`config.mk`:
```
export PLATFORM = sky130hd
export DESIGN_NAME = fxad_decoder
export DESIGN_NICKNAME = d
export VERILOG_FILES = /design/src/fxad_pkg.sv /design/src/fxad_decoder.sv
export VERILOG_INCLUDE_DIRS = /design/src
export SDC_FILE = /design/constraint.sdc
export NUM_CORES = 1
export LEC_CHECK = 0
export ABC_AREA = 1
export ABC_CLOCK_PERIOD_IN_PS = 3100
export BUFFER_PORTS_ARGS = -buffer_cell sky130_fd_sc_hd__buf_2
export CORE_ASPECT_RATIO = 0.8
export CORE_MARGIN = 2
export CORE_UTILIZATION = 28
export CTS_BUF_LIST = sky130_fd_sc_hd__clkbuf_4 sky130_fd_sc_hd__clkbuf_8
export DETAILED_ROUTE_END_ITERATION = 6
export PLACE_DENSITY = 0.45
export SYNTH_ARGS = -nofsm -noshare
export SYNTH_HDL_FRONTEND = slang
export SYNTH_SLANG_ARGS = --single-unit
```
`constraint.sdc`:
```
create_clock -name pclk -period 3.1 [get_ports pclk]
set_clock_uncertainty 0.15 [all_clocks]
set_input_delay 0.31 -clock pclk [delete_from_list [all_inputs] [get_ports pclk]]
set_output_delay 0.31 -clock pclk [all_outputs]
set_load 0.02 [all_outputs]
```
`src/fxad_defines.svh`:
```
// Constants for the extended-address decoder: register map, fields, opcodes
// ---------------------------------------------------------------------------
// Behaviour
// Flag set: standard opcodes take 32-bit address
// Enter-4-byte command with flag clear widens too
// Three-byte mode takes top byte from bank
// Banks span 16 MB, 24 bits address within
// Bank applies to read, program and erase
// Bank register volatile, resets to bank zero
// Reads stream across banks without extra delay
// Crossing reads never modify the bank register
// Bank bit 0 selects 00000000h or 01000000h
// Opcodes 13h, 0Ch always take 32-bit address
// Opcodes BCh, 3Ch always take 32-bit address
// Opcodes ECh, 6Ch always take 32-bit address
// Opcodes 0Eh, BEh, EEh always 32-bit address
// Opcodes 12h, 34h, 3Eh always 32-bit address
// Opcodes 21h, 5Ch, DCh always 32-bit address
// Opcodes 25h, E0 to E3 always 32-bit
// 03h, 0Bh, BBh width follows the flag
// 3Bh, EBh, 6Bh width follows the flag
// 0Dh, BDh, EDh width follows the flag
// 02h, 32h, 38h width follows the flag
// Host writes bank before reaching upper banks
// Host sends everything most significant first
// Three-byte address is bank byte over 24 bits
// ---------------------------------------------------------------------------
`ifndef FXAD_DEFINES_SVH
`define FXAD_DEFINES_SVH

// APB register byte offsets
`define FXAD_OFS_BANK 8'h00
`define FXAD_OFS_MODE 8'h04
`define FXAD_OFS_START 8'h08
`define FXAD_OFS_OPCODE 8'h0c
`define FXAD_OFS_CUR 8'h10

// Bank register fields and reset value
`define FXAD_BANK_RESET 8'h00
`define FXAD_EXT_FLAG_BIT 7
`define FXAD_BANK_SEL_BIT 0

// Address widths in bits and last byte of the array
`define FXAD_ADDR3_BITS 6'h18
`define FXAD_ADDR4_BITS 6'h20
`define FXAD_ARRAY_LAST 32'h01ffffff

// Mode enter and exit opcodes
`define FXAD_OP_ENTER4 8'hb7
`define FXAD_OP_EXIT4 8'he9

`endif

```
`src/fxad_pkg.sv`:
```
// Types shared by the extended-address decoder
package fxad_pkg;

    // Serial command sequencer states, one-hot
    typedef enum logic [4:0] {
        FXAD_IDLE = 5'h01,
        FXAD_OPCODE = 5'h02,
        FXAD_ADDR = 5'h04,
        FXAD_DATA = 5'h08,
        FXAD_DONE = 5'h10
    } fxad_state_t;

    // How an opcode sizes its address field
    typedef enum logic [2:0] {
        FXAD_CLS_NONE = 3'h0,
        FXAD_CLS_ALWAYS4 = 3'h1,
        FXAD_CLS_FLAGDEP = 3'h2,
        FXAD_CLS_ENTER4 = 3'h3,
        FXAD_CLS_EXIT4 = 3'h4
    } fxad_class_t;

endpackage
```
`src/fxad_decoder.sv`:
```
// Extended-address decoder: serial opcode and address capture with APB bank register
//
// Local design decisions: the APB slave port and the placing of the registers.
`timescale 1ns/10ps
`include "fxad_defines.svh"

module fxad_decoder
(
    input wire logic pclk,
    input wire logic presetn,
    input wire logic psel,
    input wire logic penable,
    input wire logic pwrite,
    input wire logic [7:0] paddr,
    input wire logic [31:0] pwdata,
    output logic [31:0] prdata,
    output logic pready,
    output logic pslverr,
    input wire logic cs_n,
    input wire logic sck,
    input wire logic si,
    input wire logic data_byte_done,
    output logic addr_valid,
    output logic addr_four_byte,
    output logic [7:0] opcode_out,
    output logic [31:0] start_addr,
    output logic [31:0] cur_addr,
    output fxad_pkg::fxad_state_t seq_state
);
    import fxad_pkg::*;

    // -----------------------------------------------------------------------
    // Opcode classification
    // -----------------------------------------------------------------------

    // Sorts an opcode by how its address field is sized
    function automatic fxad_class_t op_class(input logic [7:0] op);
        fxad_class_t c;
        c = FXAD_CLS_NONE;
        unique case (op)
            8'h13, 8'h0c, 8'hbc, 8'h3c, 8'hec, 8'h6c, 8'h0e, 8'hbe, 8'hee,
            8'h12, 8'h34, 8'h3e, 8'h21, 8'h5c, 8'hdc, 8'h25,
            8'he0, 8'he1, 8'he2, 8'he3:
                c = FXAD_CLS_ALWAYS4; // see R10 see R11 see R12 see R13 see R14 see R15
            8'h03, 8'h0b, 8'hbb, 8'h3b, 8'heb, 8'h6b, 8'h0d, 8'hbd, 8'hed,
            8'h02, 8'h32, 8'h38, 8'hd7, 8'h20, 8'h52, 8'hd8, 8'h26,
            8'hfa, 8'hfb, 8'hfc, 8'hfd:
                c = FXAD_CLS_FLAGDEP; // see R17 see R18 see R19
            `FXAD_OP_ENTER4:
                c = FXAD_CLS_ENTER4;
            `FXAD_OP_EXIT4:
                c = FXAD_CLS_EXIT4;
            default:
                c = FXAD_CLS_NONE;
        endcase
        return c;
    endfunction

    // Array reads that stream data and advance the address
    function automatic logic op_is_read(input logic [7:0] op);
        logic r;
        r = 1'b0;
        unique case (op)
            8'h03, 8'h0b, 8'hbb, 8'h3b, 8'heb, 8'h6b, 8'h0d, 8'hbd, 8'hed,
            8'h13, 8'h0c, 8'hbc, 8'h3c, 8'hec, 8'h6c, 8'h0e, 8'hbe, 8'hee:
                r = 1'b1;
            default:
                r = 1'b0;
        endcase
        return r;
    endfunction

    // -----------------------------------------------------------------------
    // Link synchronisers
    // -----------------------------------------------------------------------

    logic cs_n_s1_reg, cs_n_s2_reg;
    logic sck_s1_reg, sck_s2_reg, sck_prev_reg;
    logic si_s1_reg, si_s2_reg;
    logic sck_rise;

    // Two flops per pin; select idles high so reset looks deselected
    always_ff @(posedge pclk or negedge presetn)
    begin
        if (!presetn)
        begin
            cs_n_s1_reg <= 1'b1;
            cs_n_s2_reg <= 1'b1;
            sck_s1_reg <= 1'b0;
            sck_s2_reg <= 1'b0;
            sck_prev_reg <= 1'b0;
            si_s1_reg <= 1'b0;
            si_s2_reg <= 1'b0;
        end
        else
        begin
            cs_n_s1_reg <= cs_n;
            cs_n_s2_reg <= cs_n_s1_reg;
            sck_s1_reg <= sck;
            sck_s2_reg <= sck_s1_reg;
            sck_prev_reg <= sck_s2_reg;
            si_s1_reg <= si;
            si_s2_reg <= si_s1_reg;
        end
    end

    // Edge found on synchronised copies only; link clock must stay under pclk/4
    assign sck_rise = sck_s2_reg & ~sck_prev_reg;

    // -----------------------------------------------------------------------
    // Serial command sequencer
    // -----------------------------------------------------------------------

    fxad_state_t state_reg, state_next;
    logic [5:0] bit_cnt_reg, bit_cnt_next;
    logic [31:0] shift_reg, shift_next;
    logic [7:0] opcode_reg, opcode_next;
    logic four_reg, four_next;
    logic enter4_reg, enter4_next;
    logic read_cmd_reg, read_cmd_next;
    logic addr_valid_reg, addr_valid_next;
    logic [31:0] start_addr_reg, start_addr_next;
    logic [31:0] cur_addr_reg, cur_addr_next;
    logic [7:0] bank_reg, bank_next;
    logic [7:0] op_in;
    logic [31:0] addr_in;
    fxad_class_t cls_in;

    // Bits arrive most significant first, so each shifts in at the bottom
    assign op_in = {shift_reg[6:0], si_s2_reg};
    assign addr_in = {shift_reg[30:0], si_s2_reg};
    assign cls_in = op_class(op_in);

    // Next-state logic; deselect aborts any command at once
    always_comb
    begin
        state_next = state_reg;
        bit_cnt_next = bit_cnt_reg;
        shift_next = shift_reg;
        opcode_next = opcode_reg;
        four_next = four_reg;
        enter4_next = enter4_reg;
        read_cmd_next = read_cmd_reg;
        addr_valid_next = 1'b0;
        start_addr_next = start_addr_reg;
        cur_addr_next = cur_addr_reg;
        if (cs_n_s2_reg)
        begin
            state_next = FXAD_IDLE;
        end
        else
        begin
            unique case (state_reg)
                FXAD_IDLE:
                begin
                    state_next = FXAD_OPCODE;
                    bit_cnt_next = 6'h00;
                    if (sck_rise)
                    begin
                        shift_next = {31'h00000000, si_s2_reg};
                        bit_cnt_next = 6'h01;
                    end
                end
                FXAD_OPCODE:
                begin
                    if (sck_rise)
                    begin
                        shift_next = addr_in;
                        bit_cnt_next = bit_cnt_reg + 6'h01;
                        if (bit_cnt_reg == 6'h07)
                        begin
                            opcode_next = op_in;
                            read_cmd_next = op_is_read(op_in);
                            bit_cnt_next = 6'h00;
                            state_next = FXAD_ADDR;
                            unique case (cls_in)
                                FXAD_CLS_ALWAYS4:
                                    four_next = 1'b1; // see R10 see R14 see R15
                                FXAD_CLS_FLAGDEP:
                                    four_next = bank_reg[`FXAD_EXT_FLAG_BIT] | enter4_reg; // see R1 see R2
                                FXAD_CLS_ENTER4:
                                begin
                                    // Mode command only counts while the flag is clear
                                    if (!bank_reg[`FXAD_EXT_FLAG_BIT])
                                    begin
                                        enter4_next = 1'b1;
                                    end
                                    state_next = FXAD_DONE;
                                end
                                FXAD_CLS_EXIT4:
                                begin
                                    enter4_next = 1'b0;
                                    state_next = FXAD_DONE;
                                end
                                default:
                                    state_next = FXAD_DONE;
                            endcase
                        end
                    end
                end
                FXAD_ADDR:
                begin
                    if (sck_rise)
                    begin
                        shift_next = addr_in;
                        bit_cnt_next = bit_cnt_reg + 6'h01;
                        if (bit_cnt_next == (four_reg ? `FXAD_ADDR4_BITS : `FXAD_ADDR3_BITS))
                        begin
                            // Bank byte over the 24 received bits in three-byte mode
                            start_addr_next = four_reg ? addr_in
                                : {bank_reg, addr_in[23:0]}; // see R3 see R4 see R5 see R9
                            cur_addr_next = start_addr_next;
                            addr_valid_next = 1'b1;
                            state_next = FXAD_DATA;
                        end
                    end
                end
                FXAD_DATA:
                begin
                    // Bank byte is not consulted here: streaming runs past bank ends
                    if (data_byte_done && read_cmd_reg && cur_addr_reg != `FXAD_ARRAY_LAST)
                    begin
                        cur_addr_next = cur_addr_reg + 32'h00000001; // see R7
                    end
                end
                FXAD_DONE:
                begin
                    state_next = FXAD_DONE;
                end
            endcase
        end
    end

    // Sequencer registers; power-up leaves three-byte mode
    always_ff @(posedge pclk or negedge presetn)
    begin
        if (!presetn)
        begin
            state_reg <= FXAD_IDLE;
            bit_cnt_reg <= 6'h00;
            shift_reg <= 32'h00000000;
            opcode_reg <= 8'h00;
            four_reg <= 1'b0;
            enter4_reg <= 1'b0;
            read_cmd_reg <= 1'b0;
            addr_valid_reg <= 1'b0;
            start_addr_reg <= 32'h00000000;
            cur_addr_reg <= 32'h00000000;
        end
        else
        begin
            state_reg <= state_next;
            bit_cnt_reg <= bit_cnt_next;
            shift_reg <= shift_next;
            opcode_reg <= opcode_next;
            four_reg <= four_next;
            enter4_reg <= enter4_next;
            read_cmd_reg <= read_cmd_next;
            addr_valid_reg <= addr_valid_next;
            start_addr_reg <= start_addr_next;
            cur_addr_reg <= cur_addr_next;
        end
    end

    // -----------------------------------------------------------------------
    // APB register slave
    // -----------------------------------------------------------------------

    logic [31:0] prdata_reg, prdata_next;
    logic pready_reg, pready_next;
    logic pslverr_reg, pslverr_next;
    logic mapped;
    logic wr_take;

    // One wait state: ready rises on the second access cycle
    assign wr_take = psel & penable & pready_reg & pwrite;
    assign mapped = (paddr == `FXAD_OFS_BANK) || (paddr == `FXAD_OFS_MODE) ||
                    (paddr == `FXAD_OFS_START) || (paddr == `FXAD_OFS_OPCODE) ||
                    (paddr == `FXAD_OFS_CUR);

    // Answer, read mux and bank write; only software alters the bank
    always_comb
    begin
        pready_next = psel & penable & ~pready_reg;
        pslverr_next = psel & penable & ~pready_reg & ~mapped;
        prdata_next = 32'h00000000;
        bank_next = bank_reg;
        if (psel && penable && !pready_reg && !pwrite)
        begin
            unique case (paddr)
                `FXAD_OFS_BANK: prdata_next = {24'h000000, bank_reg};
                `FXAD_OFS_MODE: prdata_next = {29'h00000000, read_cmd_reg, enter4_reg,
                                               bank_reg[`FXAD_EXT_FLAG_BIT] | enter4_reg};
                `FXAD_OFS_START: prdata_next = start_addr_reg;
                `FXAD_OFS_OPCODE: prdata_next = {24'h000000, opcode_reg};
                `FXAD_OFS_CUR: prdata_next = cur_addr_reg;
                default: prdata_next = 32'h00000000;
            endcase
        end
        if (wr_take && paddr == `FXAD_OFS_BANK)
        begin
            bank_next = pwdata[7:0];
        end
    end

    // Bank register is volatile: reset brings bank zero, flag clear
    always_ff @(posedge pclk or negedge presetn)
    begin
        if (!presetn)
        begin
            bank_reg <= `FXAD_BANK_RESET;
            prdata_reg <= 32'h00000000;
            pready_reg <= 1'b0;
            pslverr_reg <= 1'b0;
        end
        else
        begin
            bank_reg <= bank_next;
            prdata_reg <= prdata_next;
            pready_reg <= pready_next;
            pslverr_reg <= pslverr_next;
        end
    end

    // Outputs straight from flops
    assign prdata = prdata_reg;
    assign pready = pready_reg;
    assign pslverr = pslverr_reg;
    assign addr_valid = addr_valid_reg;
    assign addr_four_byte = four_reg;
    assign opcode_out = opcode_reg;
    assign start_addr = start_addr_reg;
    assign cur_addr = cur_addr_reg;
    assign seq_state = state_reg;

    // -----------------------------------------------------------------------
    // Checks
    // -----------------------------------------------------------------------

    logic op_done;
    assign op_done = (state_reg == FXAD_OPCODE) && sck_rise && (bit_cnt_reg == 6'h07) && !cs_n_s2_reg;
endmodule

```
==> results of run 1 <==
## tightest hold or removal path: stages
cell,delay [ns]
buf_2,0.13
nand4_1,0.14
a41oi_1,0.12
## final cells by class
type	count	share of cell area (%)
Tap cell	413	5.07
Multi-Input combinational cell	778	36.3
Sequential cell	167	41.0
Inverter	106	3.90
Clock buffer	21	2.77
Clock inverter	11	1.09
Timing Repair Buffer	167	9.83
## layer usage
layer / wire length [µm] / track usage, % / part of all wire [%] / vias to the layer above
met3: 1240 / 3.42 / 4.3 / 21
met1: 15500 / 29.6 / 53 / 3740
li1: - / - / - / 3869
met4: 337 / 3.97 / 1.2 / 0
met5: 0 / 0 / 0 / -
met2: 12000 / 26.5 / 41 / 191
## logic make-up (layout without fill, tap and decap cells)
group	Yosys count	count (layout)
xor+xnor	24	24
compound gates	215	215
fa+ha+maj	2	2
flops	167	167
buf+inv	148	305
simple gates	531	531
mux	6	6
## worst min path at each step
| stage | startpoint | endpoint | slack [ns] | depth (start not counted) |
|---|---|---|---|---|
| 6_report | paddr[3] | prdata[7]$_DFF_PN0_ | 0.13 | 3 |
| 5_1_grt | paddr[3] | prdata[7]$_DFF_PN0_ | 0.12 | 3 |
| 2_1_floorplan | presetn | addr_four_byte$_DFFE_PN0P_ | -0.14 | 0 |
| 3_3_place_gp | sck_s1_reg$_DFF_PN0_ | sck_s2_reg$_DFF_PN0_ | 0.18 | 0 |
| 4_1_cts | paddr[3] | prdata[7]$_DFF_PN0_ | 0.09 | 3 |
| 3_5_place_dp | sck_s1_reg$_DFF_PN0_ | sck_s2_reg$_DFF_PN0_ | 0.18 | 0 |
## where the power goes
part | internal [µW] | switching (µW) | leakage, µW
clock network | 721 | 900 | 0.000197
logic | 432 | 924 | 0.00249
registers | 2370 | 365 | 0.00226
## cell usage in the layout, fill, tap and decap left out, types with 4 or more instances in the layout
cell	count
o21ai_1	13
buf_2	136
clkbuf_8	20
nand2_1	275
a21oi_1	73
xnor2_1	5
dlygate4sd3_1	14
nand4_1	12
nand2_2	4
buf_4	12
inv_6	4
nor2_1	144
o21ai_0	75
dfrtp_1	164
inv_1	101
nor3_1	17
xor2_1	19
buf_12	4
inv_2	5
nand3_1	65
o22ai_1	40
## through the flow
step                utilization, %  worst slack, ns  power [µW]
global route                  33.8            0.277        6070
CTS                           33.8            0.513        5790
global placement              32.0            0.567        4120
floorplan                        -             1.05        3550
detailed placement            32.0            0.512        4130
finish                        33.8            0.566        5710
==> impl_metrics.ini, run 1 <==
[clock_tree]
cts_tree = done
post-cts-setup-buffers = 0
clockBufferDepth = 2
clockRootBuffer = clkbuf_8
cts_sinks = 167
cts_max_level = 4
ctsHoldBuffers = 14
clkTransAtPathRegs_ns = 0.10
cts.repair.resized = 0
numCtsBuffers = 17
clk_latency_ns = 0.49

[logic_synthesis]
netlist_instances = 1093
netlist_area_um2 = 8510
post-synth-top-count-cell = nand2_1
netlist.area_leader.share_pct = 48.2
yosys-top-cells-area = dfrtp_1 (48%), nand2_1 (12%), nor2_1 (6.4%)
yosys.area.top_type = dfrtp_1
synthMuxAreaShare_pct = 0.750
synth-simple-area-share_pct = 26.1
synth-adder-area-share_pct = 0.294
synth_compound_area_share_pct = 13.9
synthXorXnorAreaFrac_pct = 2.47
ys_ff_latch = 167
ys.flop_type = dfrtp_1
yosys-top-cells-count = nand2_1 (275), dfrtp_1 (164), nor2_1 (144)
synth_top_family_by_area = simple AND/OR/NAND/NOR gates
ys_async_sr_fraction_pct = 100
syn_area_per_cell_um2 = 7.79
ys_types = 39
synth_enable_flop_cells = 0
ys_seq_area_share_pct = 49.2
syn_nets = 1144
yosys_warnings = 0

[sta]
hold_violations = 0
finalCritPeriodShare_pct = 81.8
tightest_slew_ns = 0.746
drv_slew = 0
fin_crit_ns = 2.53
slew_headroom_pct = 50.1
finalSetupViolations = 0
holdWs_ns = 0.132
tns_ns = 0
timing.fmax_ghz = 0.395
rsz0062_at_grt = no

[global_route]
grt.total_usage_pct = 18.8
antenna_found_initial = 0
grt_max_degree = 71
grt-ovfl-total = 0
grt_pass1_vias = 7438
grt_pass1_wl_um = 45300

[worst_setup_path]
criticalPathCategory = reg2reg
critPathMaxFanout = 59
slowest_stage = dfrtp_1
reg2reg_setup_slack_ns = 0.57
crit_start = bit_cnt_reg[0]$_DFFE_PN0P_
crit_top_cell = nand2_1
r2r_start = bit_cnt_reg[0]$_DFFE_PN0P_
slowest_delay_ns = 0.43
critPathCapture = cur_addr[9]$_DFFE_PN0P_
crit_chain = ha_1, nand2_1, inv_2, nand3_1, nand2_1, o21ai_1, nand3_2, nand2_2, nand2_4, nand2_1, o21ai_0
critical_path_buf_inv_count = 1
cp-start-kind = register
cp_top_family = simple AND/OR/NAND/NOR gates
r2r_cells = 11
critPathCaptureType = register
r2r-end = cur_addr[9]$_DFFE_PN0P_
crit_required_ns = 3.29
path_depth = 11
worstPathArrival_ns = 2.72

[placement]
placed_area_um2 = 9660
hpwlAfterDp_um = 21400
port_buffers = 137
gp_routability_congestion = 0.856
place_inst = 1617

[power]
p_leak_uw = 0.00495
powerDensity_nw_per_um2 = 560
ir_drop_mv = 0.287

[route]
drt-total-wl_um = 29100
num_vias = 7821
drtPass1Iterations = 5
vias_per_cell = 4.70
drc = 0
ant_nets = 0
wl_per_cell_um = 17.5
drt_iter0_drc = 537

[status]
status = completed

[cells_and_area]
n_antenna_cell = 0
syn2layout_area_growth_pct = 19.8
seq_area_um2 = 4180
stdcell_count = 1663
n_fill_cell = 3285
drive_gt1_share_pct = 17.0
multi_input_area_um2 = 3700
final_area_um2 = 10200
nets = 1288

[run]
max_cap_viol_count = 0

[die]
coreArea_um2 = 30200
ios = 162
die_area_um2 = 31800
fp.dieW_um = 199
placementRows = 57
start_util_pct = 28.2
die-height_um = 160

[hold_path]
hp-class = in2reg
No activity file was read; power rests on OpenSTA's default activity.
==> run 2, diff against run 1 <==
--- a/config.mk
+++ b/config.mk
@@ -6,15 +6,15 @@
 export SDC_FILE = /design/constraint.sdc
 export NUM_CORES = 1
 export LEC_CHECK = 0
-export ABC_AREA = 1
-export ABC_CLOCK_PERIOD_IN_PS = 3100
+export ABC_AREA = 0
+export ABC_CLOCK_PERIOD_IN_PS = 2000
 export BUFFER_PORTS_ARGS = -buffer_cell sky130_fd_sc_hd__buf_2
 export CORE_ASPECT_RATIO = 0.8
 export CORE_MARGIN = 2
 export CORE_UTILIZATION = 28
 export CTS_BUF_LIST = sky130_fd_sc_hd__clkbuf_4 sky130_fd_sc_hd__clkbuf_8
 export DETAILED_ROUTE_END_ITERATION = 6
-export PLACE_DENSITY = 0.45
+export PLACE_DENSITY = 0.47
 export SYNTH_ARGS = -nofsm -noshare
 export SYNTH_HDL_FRONTEND = slang
 export SYNTH_SLANG_ARGS = --single-unit
==> constraint.sdc (replaced) <==
create_clock -name pclk -period 2 [get_ports pclk]
set_clock_uncertainty 0.15 [all_clocks]
set_input_delay 0.2 -clock pclk [delete_from_list [all_inputs] [get_ports pclk]]
set_output_delay 0.2 -clock pclk [all_outputs]
set_load 0.02 [all_outputs]
==> impl_metrics.ini, run 2 <==
[worst_setup_path]
crit_start = cur_addr[28]$_DFFE_PN0P_
cp-start-kind = register
criticalPathCategory = reg2reg
reg2reg_setup_slack_ns = -0.27
r2r_cells = 8
r2r-end = cur_addr[26]$_DFFE_PN0P_
critPathMaxFanout = 8
critPathCaptureType = register
r2r_start = cur_addr[28]$_DFFE_PN0P_
worstPathArrival_ns = 2.48
crit_required_ns = 2.21

[cells_and_area]
syn2layout_area_growth_pct = 51.9
stdcell_count = 1505
drive_gt1_share_pct = 48.4
n_fill_cell = 2740
final_area_um2 = 12200
layout_commonest_cell = dfrtp_1
nets = 1173
n_antenna_cell = 0
final_cell_mix = dfrtp_1 (150), buf_4 (143), buf_2 (137), nand2_1 (74), nor2_1 (57)

[logic_synthesis]
ys_seq_area_share_pct = 52.1
ys_async_sr_fraction_pct = 100
ys_types = 69
synth-adder-area-share_pct = 0.312
synth_top_family_by_area = compound AO/OA/AOI/OAI gates
synth_compound_area_share_pct = 20.4
netlist_area_um2 = 8030
syn_area_per_cell_um2 = 9.91
synthXorXnorAreaFrac_pct = 0.218
synthMuxAreaShare_pct = 5.75
synth-simple-area-share_pct = 17.5
ys.flop_type = dfrtp_1
yosys.area.top_type = dfrtp_1
yosys-top-cells-count = dfrtp_1 (164), nand2_1 (89), nor2_1 (62)
yosys-top-cells-area = dfrtp_1 (51%), mux2_2 (4.6%), nand2_1 (4.2%)
netlist.area_leader.share_pct = 51.1
netlist_instances = 810
syn_nets = 861
ys_ff_latch = 167
synth_enable_flop_cells = 0
yosys_warnings = 0
post-synth-top-count-cell = dfrtp_1

[hold_path]
min_to = pready$_DFF_PN0_
hold_depth = 4
min_from = penable
hp-class = in2reg

[global_route]
use_met1_pct = 28.8
grt_pass1_vias = 7513
grt.total_usage_pct = 19.3
grt_max_degree = 48
grt_pass1_wl_um = 44900
gr-usage-met3_pct = 4.34
use_met2_pct = 27.9
antenna_found_initial = 0
grt-ovfl-total = 0
grt.busiest_layer = met1

[sta]
tns_ns = -14.07
timing.fmax_ghz = 0.440
slew_headroom_pct = 61.7
hold_violations = 0
finalCritPeriodShare_pct = 114
drv_slew = 0
fin_crit_ns = 2.27
tightest_slew_ns = 0.574
worst_slack_ns = -0.271
finalSetupViolations = 71
rsz0062_at_grt = yes

[die]
start_util_pct = 28.4
die_area_um2 = 30000
coreArea_um2 = 28200
ios = 162
die-height_um = 155
fp.dieW_um = 193
placementRows = 55

[placement]
place_inst = 1425
gp_routability_congestion = 0.854
place_ws_ns = -0.421
hpwlAfterDp_um = 20300
port_buffers = 137
placed_area_um2 = 10500

[clock_tree]
clockRootBuffer = clkbuf_8
clk_latency_ns = 0.48
cts_tree = done
cts_max_level = 4
cts_sinks = 167
clkTransAtPathRegs_ns = 0.09
clockBufferDepth = 2
numCtsBuffers = 17

[route]
drc = 0
drt-total-wl_um = 29100
vias_per_cell = 5.14
drt_iter0_drc = 507
drtPass1Iterations = 7
num_vias = 7733
wl_per_cell_um = 19.3
ant_nets = 0

[status]
violations = negative setup slack
status = finished with violations

[power]
p_leak_uw = 0.00569
powerDensity_nw_per_um2 = 575
ir_drop_mv = 0.413
finalPower_uw = 7010

[run]
max_cap_viol_count = 0
==> run 2: cell types whose count changed in the layout (fill, tap and decap cells not counted), moves of 34 or more <==
cell / before / now
a21oi_1: 73 / 32
a22o_1: 0 / 34
buf_4: 12 / 143
inv_1: 101 / 11
nand2_1: 275 / 74
nand3_1: 65 / 27
nor2_1: 144 / 57
o21ai_0: 75 / 30
o22ai_1: 40 / 6
==> run 2: kinds of logic (layout without fill, tap and decap cells) <==
family / Yosys count / after routing
buf+inv: 72 / 396
mux: 42 / 42
xor+xnor: 2 / 2
flops: 167 / 167
compound gates: 246 / 247
simple gates: 279 / 279
fa+ha+maj: 2 / 2
==> run 2: routing by layer <==
metal  up-vias  share of wire [%]
met5         -                  0
met3        29                4.8
li1       3620                  -
met2       214                 43
met1      3870                 50
met4         0                1.8
==> run 2: cell type report <==
cell class,count,area (µm²),share of cell area [%]
repair buffers,352,2820,23.1
clock inverters,13,179,1.47
flip-flops and latches,167,4200,34.4
inverters,12,45.0,0.369
multi-input cells,572,4240,34.8
clock buffers,19,249,2.04
well taps,370,463,3.80
==> run 2: how the worst max path moves through the flow <==
stage / to / cells past startpoint / slack, ns
2_1_floorplan: cur_addr[31]$_DFFE_PN0P_ / 7 / -0.19
3_3_place_gp: cur_addr[29]$_DFFE_PN0P_ / 7 / -0.28
3_5_place_dp: cur_addr[29]$_DFFE_PN0P_ / 7 / -0.42
4_1_cts: cur_addr[26]$_DFFE_PN0P_ / 8 / -0.28
5_1_grt: cur_addr[25]$_DFFE_PN0P_ / 8 / -0.33
6_report: cur_addr[26]$_DFFE_PN0P_ / 8 / -0.27
==> run 2: where the power goes <==
group	total [µW]	leakage, µW	internal (µW)	switching (µW)
combinational	822	0.00320	386	436
sequential	3460	0.00228	3420	43.8
clock	2720	0.000221	1390	1340
==> run 2: repair_timing <==
item	CTS	global route
gates resized for setup	111	90
endpoints found under the setup margin	115	110
hold endpoints to repair	178	0
hold buffers	14	0
buffers inserted	20	9
pin swaps	35	28
gates cloned	4	4
==> run 2: worst max-delay path: stages, from the launching register on <==
cell	delay [ns]
dfrtp_2	0.42
or4_4	0.56
nor4_4	0.19
a41oi_2	0.19
o21a_4	0.18
buf_8	0.15
buf_12	0.14
a21oi_2	0.13
a21oi_2	0.05
==> run 2: stage by stage <==
stage	hold WS (ns)	util, %
floorplan	-0.246	-
global placement	-0.00650	37.1
detailed placement	0.00138	37.1
CTS	0.00371	41.5
global route	0.0300	43.2
finish	0.0338	43.2
==> run 3, diff against run 2 <==
--- a/config.mk
+++ b/config.mk
@@ -9,7 +9,7 @@
 export ABC_AREA = 0
 export ABC_CLOCK_PERIOD_IN_PS = 2000
 export BUFFER_PORTS_ARGS = -buffer_cell sky130_fd_sc_hd__buf_2
-export CORE_ASPECT_RATIO = 0.8
+export CORE_ASPECT_RATIO = 2
 export CORE_MARGIN = 2
 export CORE_UTILIZATION = 28
 export CTS_BUF_LIST = sky130_fd_sc_hd__clkbuf_4 sky130_fd_sc_hd__clkbuf_8
==> constraint.sdc (replaced) <==
create_clock -name pclk -period 2 [get_ports pclk]
set_clock_uncertainty 0.15 [all_clocks]
set_input_delay 0.2 -clock pclk [delete_from_list [all_inputs] [get_ports pclk]]
set_output_delay 0.2 -clock pclk [all_outputs]
set_load 0.01 [all_outputs]
==> impl_metrics.ini, run 3 (synthesis gave the netlist of run 2 again) <==
[status]
status = finished with violations
violations = negative setup slack

[cells_and_area]
syn2layout_area_growth_pct = 52.2
multi_input_area_um2 = 4280
final_area_um2 = 12200
nets = 1180
layout_commonest_cell = buf_4
seq_area_um2 = 4200
n_fill_cell = 2731
final_cell_mix = buf_4 (152), dfrtp_1 (151), buf_2 (137), nand2_1 (85), nor2_1 (54)
drive_gt1_share_pct = 48.2
fin_util_pct = 43.3

[route]
num_vias = 7745
drt-total-wl_um = 30900
drt_iter0_drc = 283
vias_per_cell = 5.17
ant_nets = 0
drc = 0
wl_per_cell_um = 20.6
drtPass1Iterations = 5

[clock_tree]
clk_latency_ns = 0.51
clockBufferDepth = 2
cts_sinks = 167
numCtsBuffers = 17
clkTransAtPathRegs_ns = 0.10
cts_tree = done
cts_max_level = 4
clockRootBuffer = clkbuf_8

[die]
ios = 162
die_area_um2 = 30100
placementRows = 87
coreArea_um2 = 28200
start_util_pct = 28.5
die-height_um = 243
fp.dieW_um = 124

[power]
p_leak_uw = 0.00568
ir_drop_mv = 0.339
powerDensity_nw_per_um2 = 552

[placement]
gp_routability_congestion = 0.896
place_ws_ns = -0.385
hpwlAfterDp_um = 21500
port_buffers = 137
placed_area_um2 = 10700

[sta]
slew_headroom_pct = 67.6
timing.fmax_ghz = 0.442
drv_slew = 0
hold_violations = 0
tightest_slew_ns = 0.486
worst_slack_ns = -0.263
rsz0062_at_grt = yes
fin_crit_ns = 2.26
finalCritPeriodShare_pct = 113
finalSetupViolations = 80

[global_route]
grt_pass1_vias = 7997
grt_max_degree = 54
grt_pass1_wl_um = 46100
grt.total_usage_pct = 20.5
antenna_found_initial = 1
grt-ovfl-total = 0

[worst_setup_path]
reg2reg_setup_slack_ns = -0.26
worstPathArrival_ns = 2.51
criticalPathCategory = reg2reg
critPathMaxFanout = 6
cp-start-kind = register
critPathCaptureType = register
crit_required_ns = 2.25

[run]
max_cap_viol_count = 0

[hold_path]
hp-class = in2reg
## run 3: worst paths after layout
path                                          startpoint                  endpoint  cells past startpoint
worst max-delay path            seq_state[1]$_DFFE_PN0P_   cur_addr[6]$_DFFE_PN0P_                      8
worst min-delay path                              pwrite       prdata[3]$_DFF_PN0_                      4
worst max register to register  seq_state[1]$_DFFE_PN0P_   cur_addr[6]$_DFFE_PN0P_                      8
worst min register to register      sck_s1_reg$_DFF_PN0_      sck_s2_reg$_DFF_PN0_                      0
max in group asynchronous                        presetn  seq_state[0]$_DFFE_PN1P_                      3
min in group asynchronous                        presetn  cur_addr[28]$_DFFE_PN0P_                      3
## run 3: layout make-up
type	count	share of cell area, %
clock inverters	15	1.18
repair buffers	359	23.5
inverters	12	0.369
well taps	356	3.65
clock buffers	17	1.92
multi-input cells	572	35.0
diodes	1	0.0205
flip-flops and latches	167	34.4
## run 3: what timing repair did
item                                    4_1_cts  5_1_grt
setup buffers                                21        8
hold buffers                                 15        0
pin swaps                                    37       50
gates cloned                                  5        3
endpoints found under the hold margin       179        0
endpoints found under the setup margin      102      102
resized for setup                            82       74
## run 3: worst max-delay path, stage by stage (launching register included)
cell and delay [ns]:
dfrtp_2 0.41, or4b_4 0.56, nor2_4 0.15, and3_4 0.22
o21a_4 0.21, buf_12 0.14, buf_16 0.13, o21ai_4 0.06
o2bb2ai_2 0.11
## run 3: metrics by stage
| stage | hold slack (ns) | TNS, ns | instances | power (µW) |
|---|---|---|---|---|
| 5_1_grt | 0.0657 | -19.67 | 1499 | 7030 |
| 3_3_place_gp | -0.0349 | -21.28 | 1415 | 4160 |
| 4_1_cts | 0.0407 | -14.05 | 1487 | 6770 |
| 6_report | 0.0602 | -10.97 | 1499 | 6750 |
| 3_5_place_dp | -0.0366 | -22.67 | 1415 | 4170 |
| 2_1_floorplan | -0.246 | -6.26 | 810 | 3800 |
## run 3: power by group
| part | switching, µW | total [µW] | internal [µW] | leakage, µW |
|---|---|---|---|---|
| clock network | 1460 | 2480 | 1010 | 0.000193 |
| logic | 433 | 799 | 365 | 0.00320 |
| registers | 53.1 | 3470 | 3420 | 0.00228 |
## run 3: metal layers
metal | track usage [%] | part of all wire (%) | wire length, µm | vias up
met1 | 21.3 | 36 | 11000 | 3897
met5 | 0 | 0 | 0 | -
met4 | 7.65 | 2.8 | 870 | 0
li1 | - | - | - | 3626
met2 | 39.4 | 58 | 17900 | 180
met3 | 3.72 | 3.7 | 1150 | 42
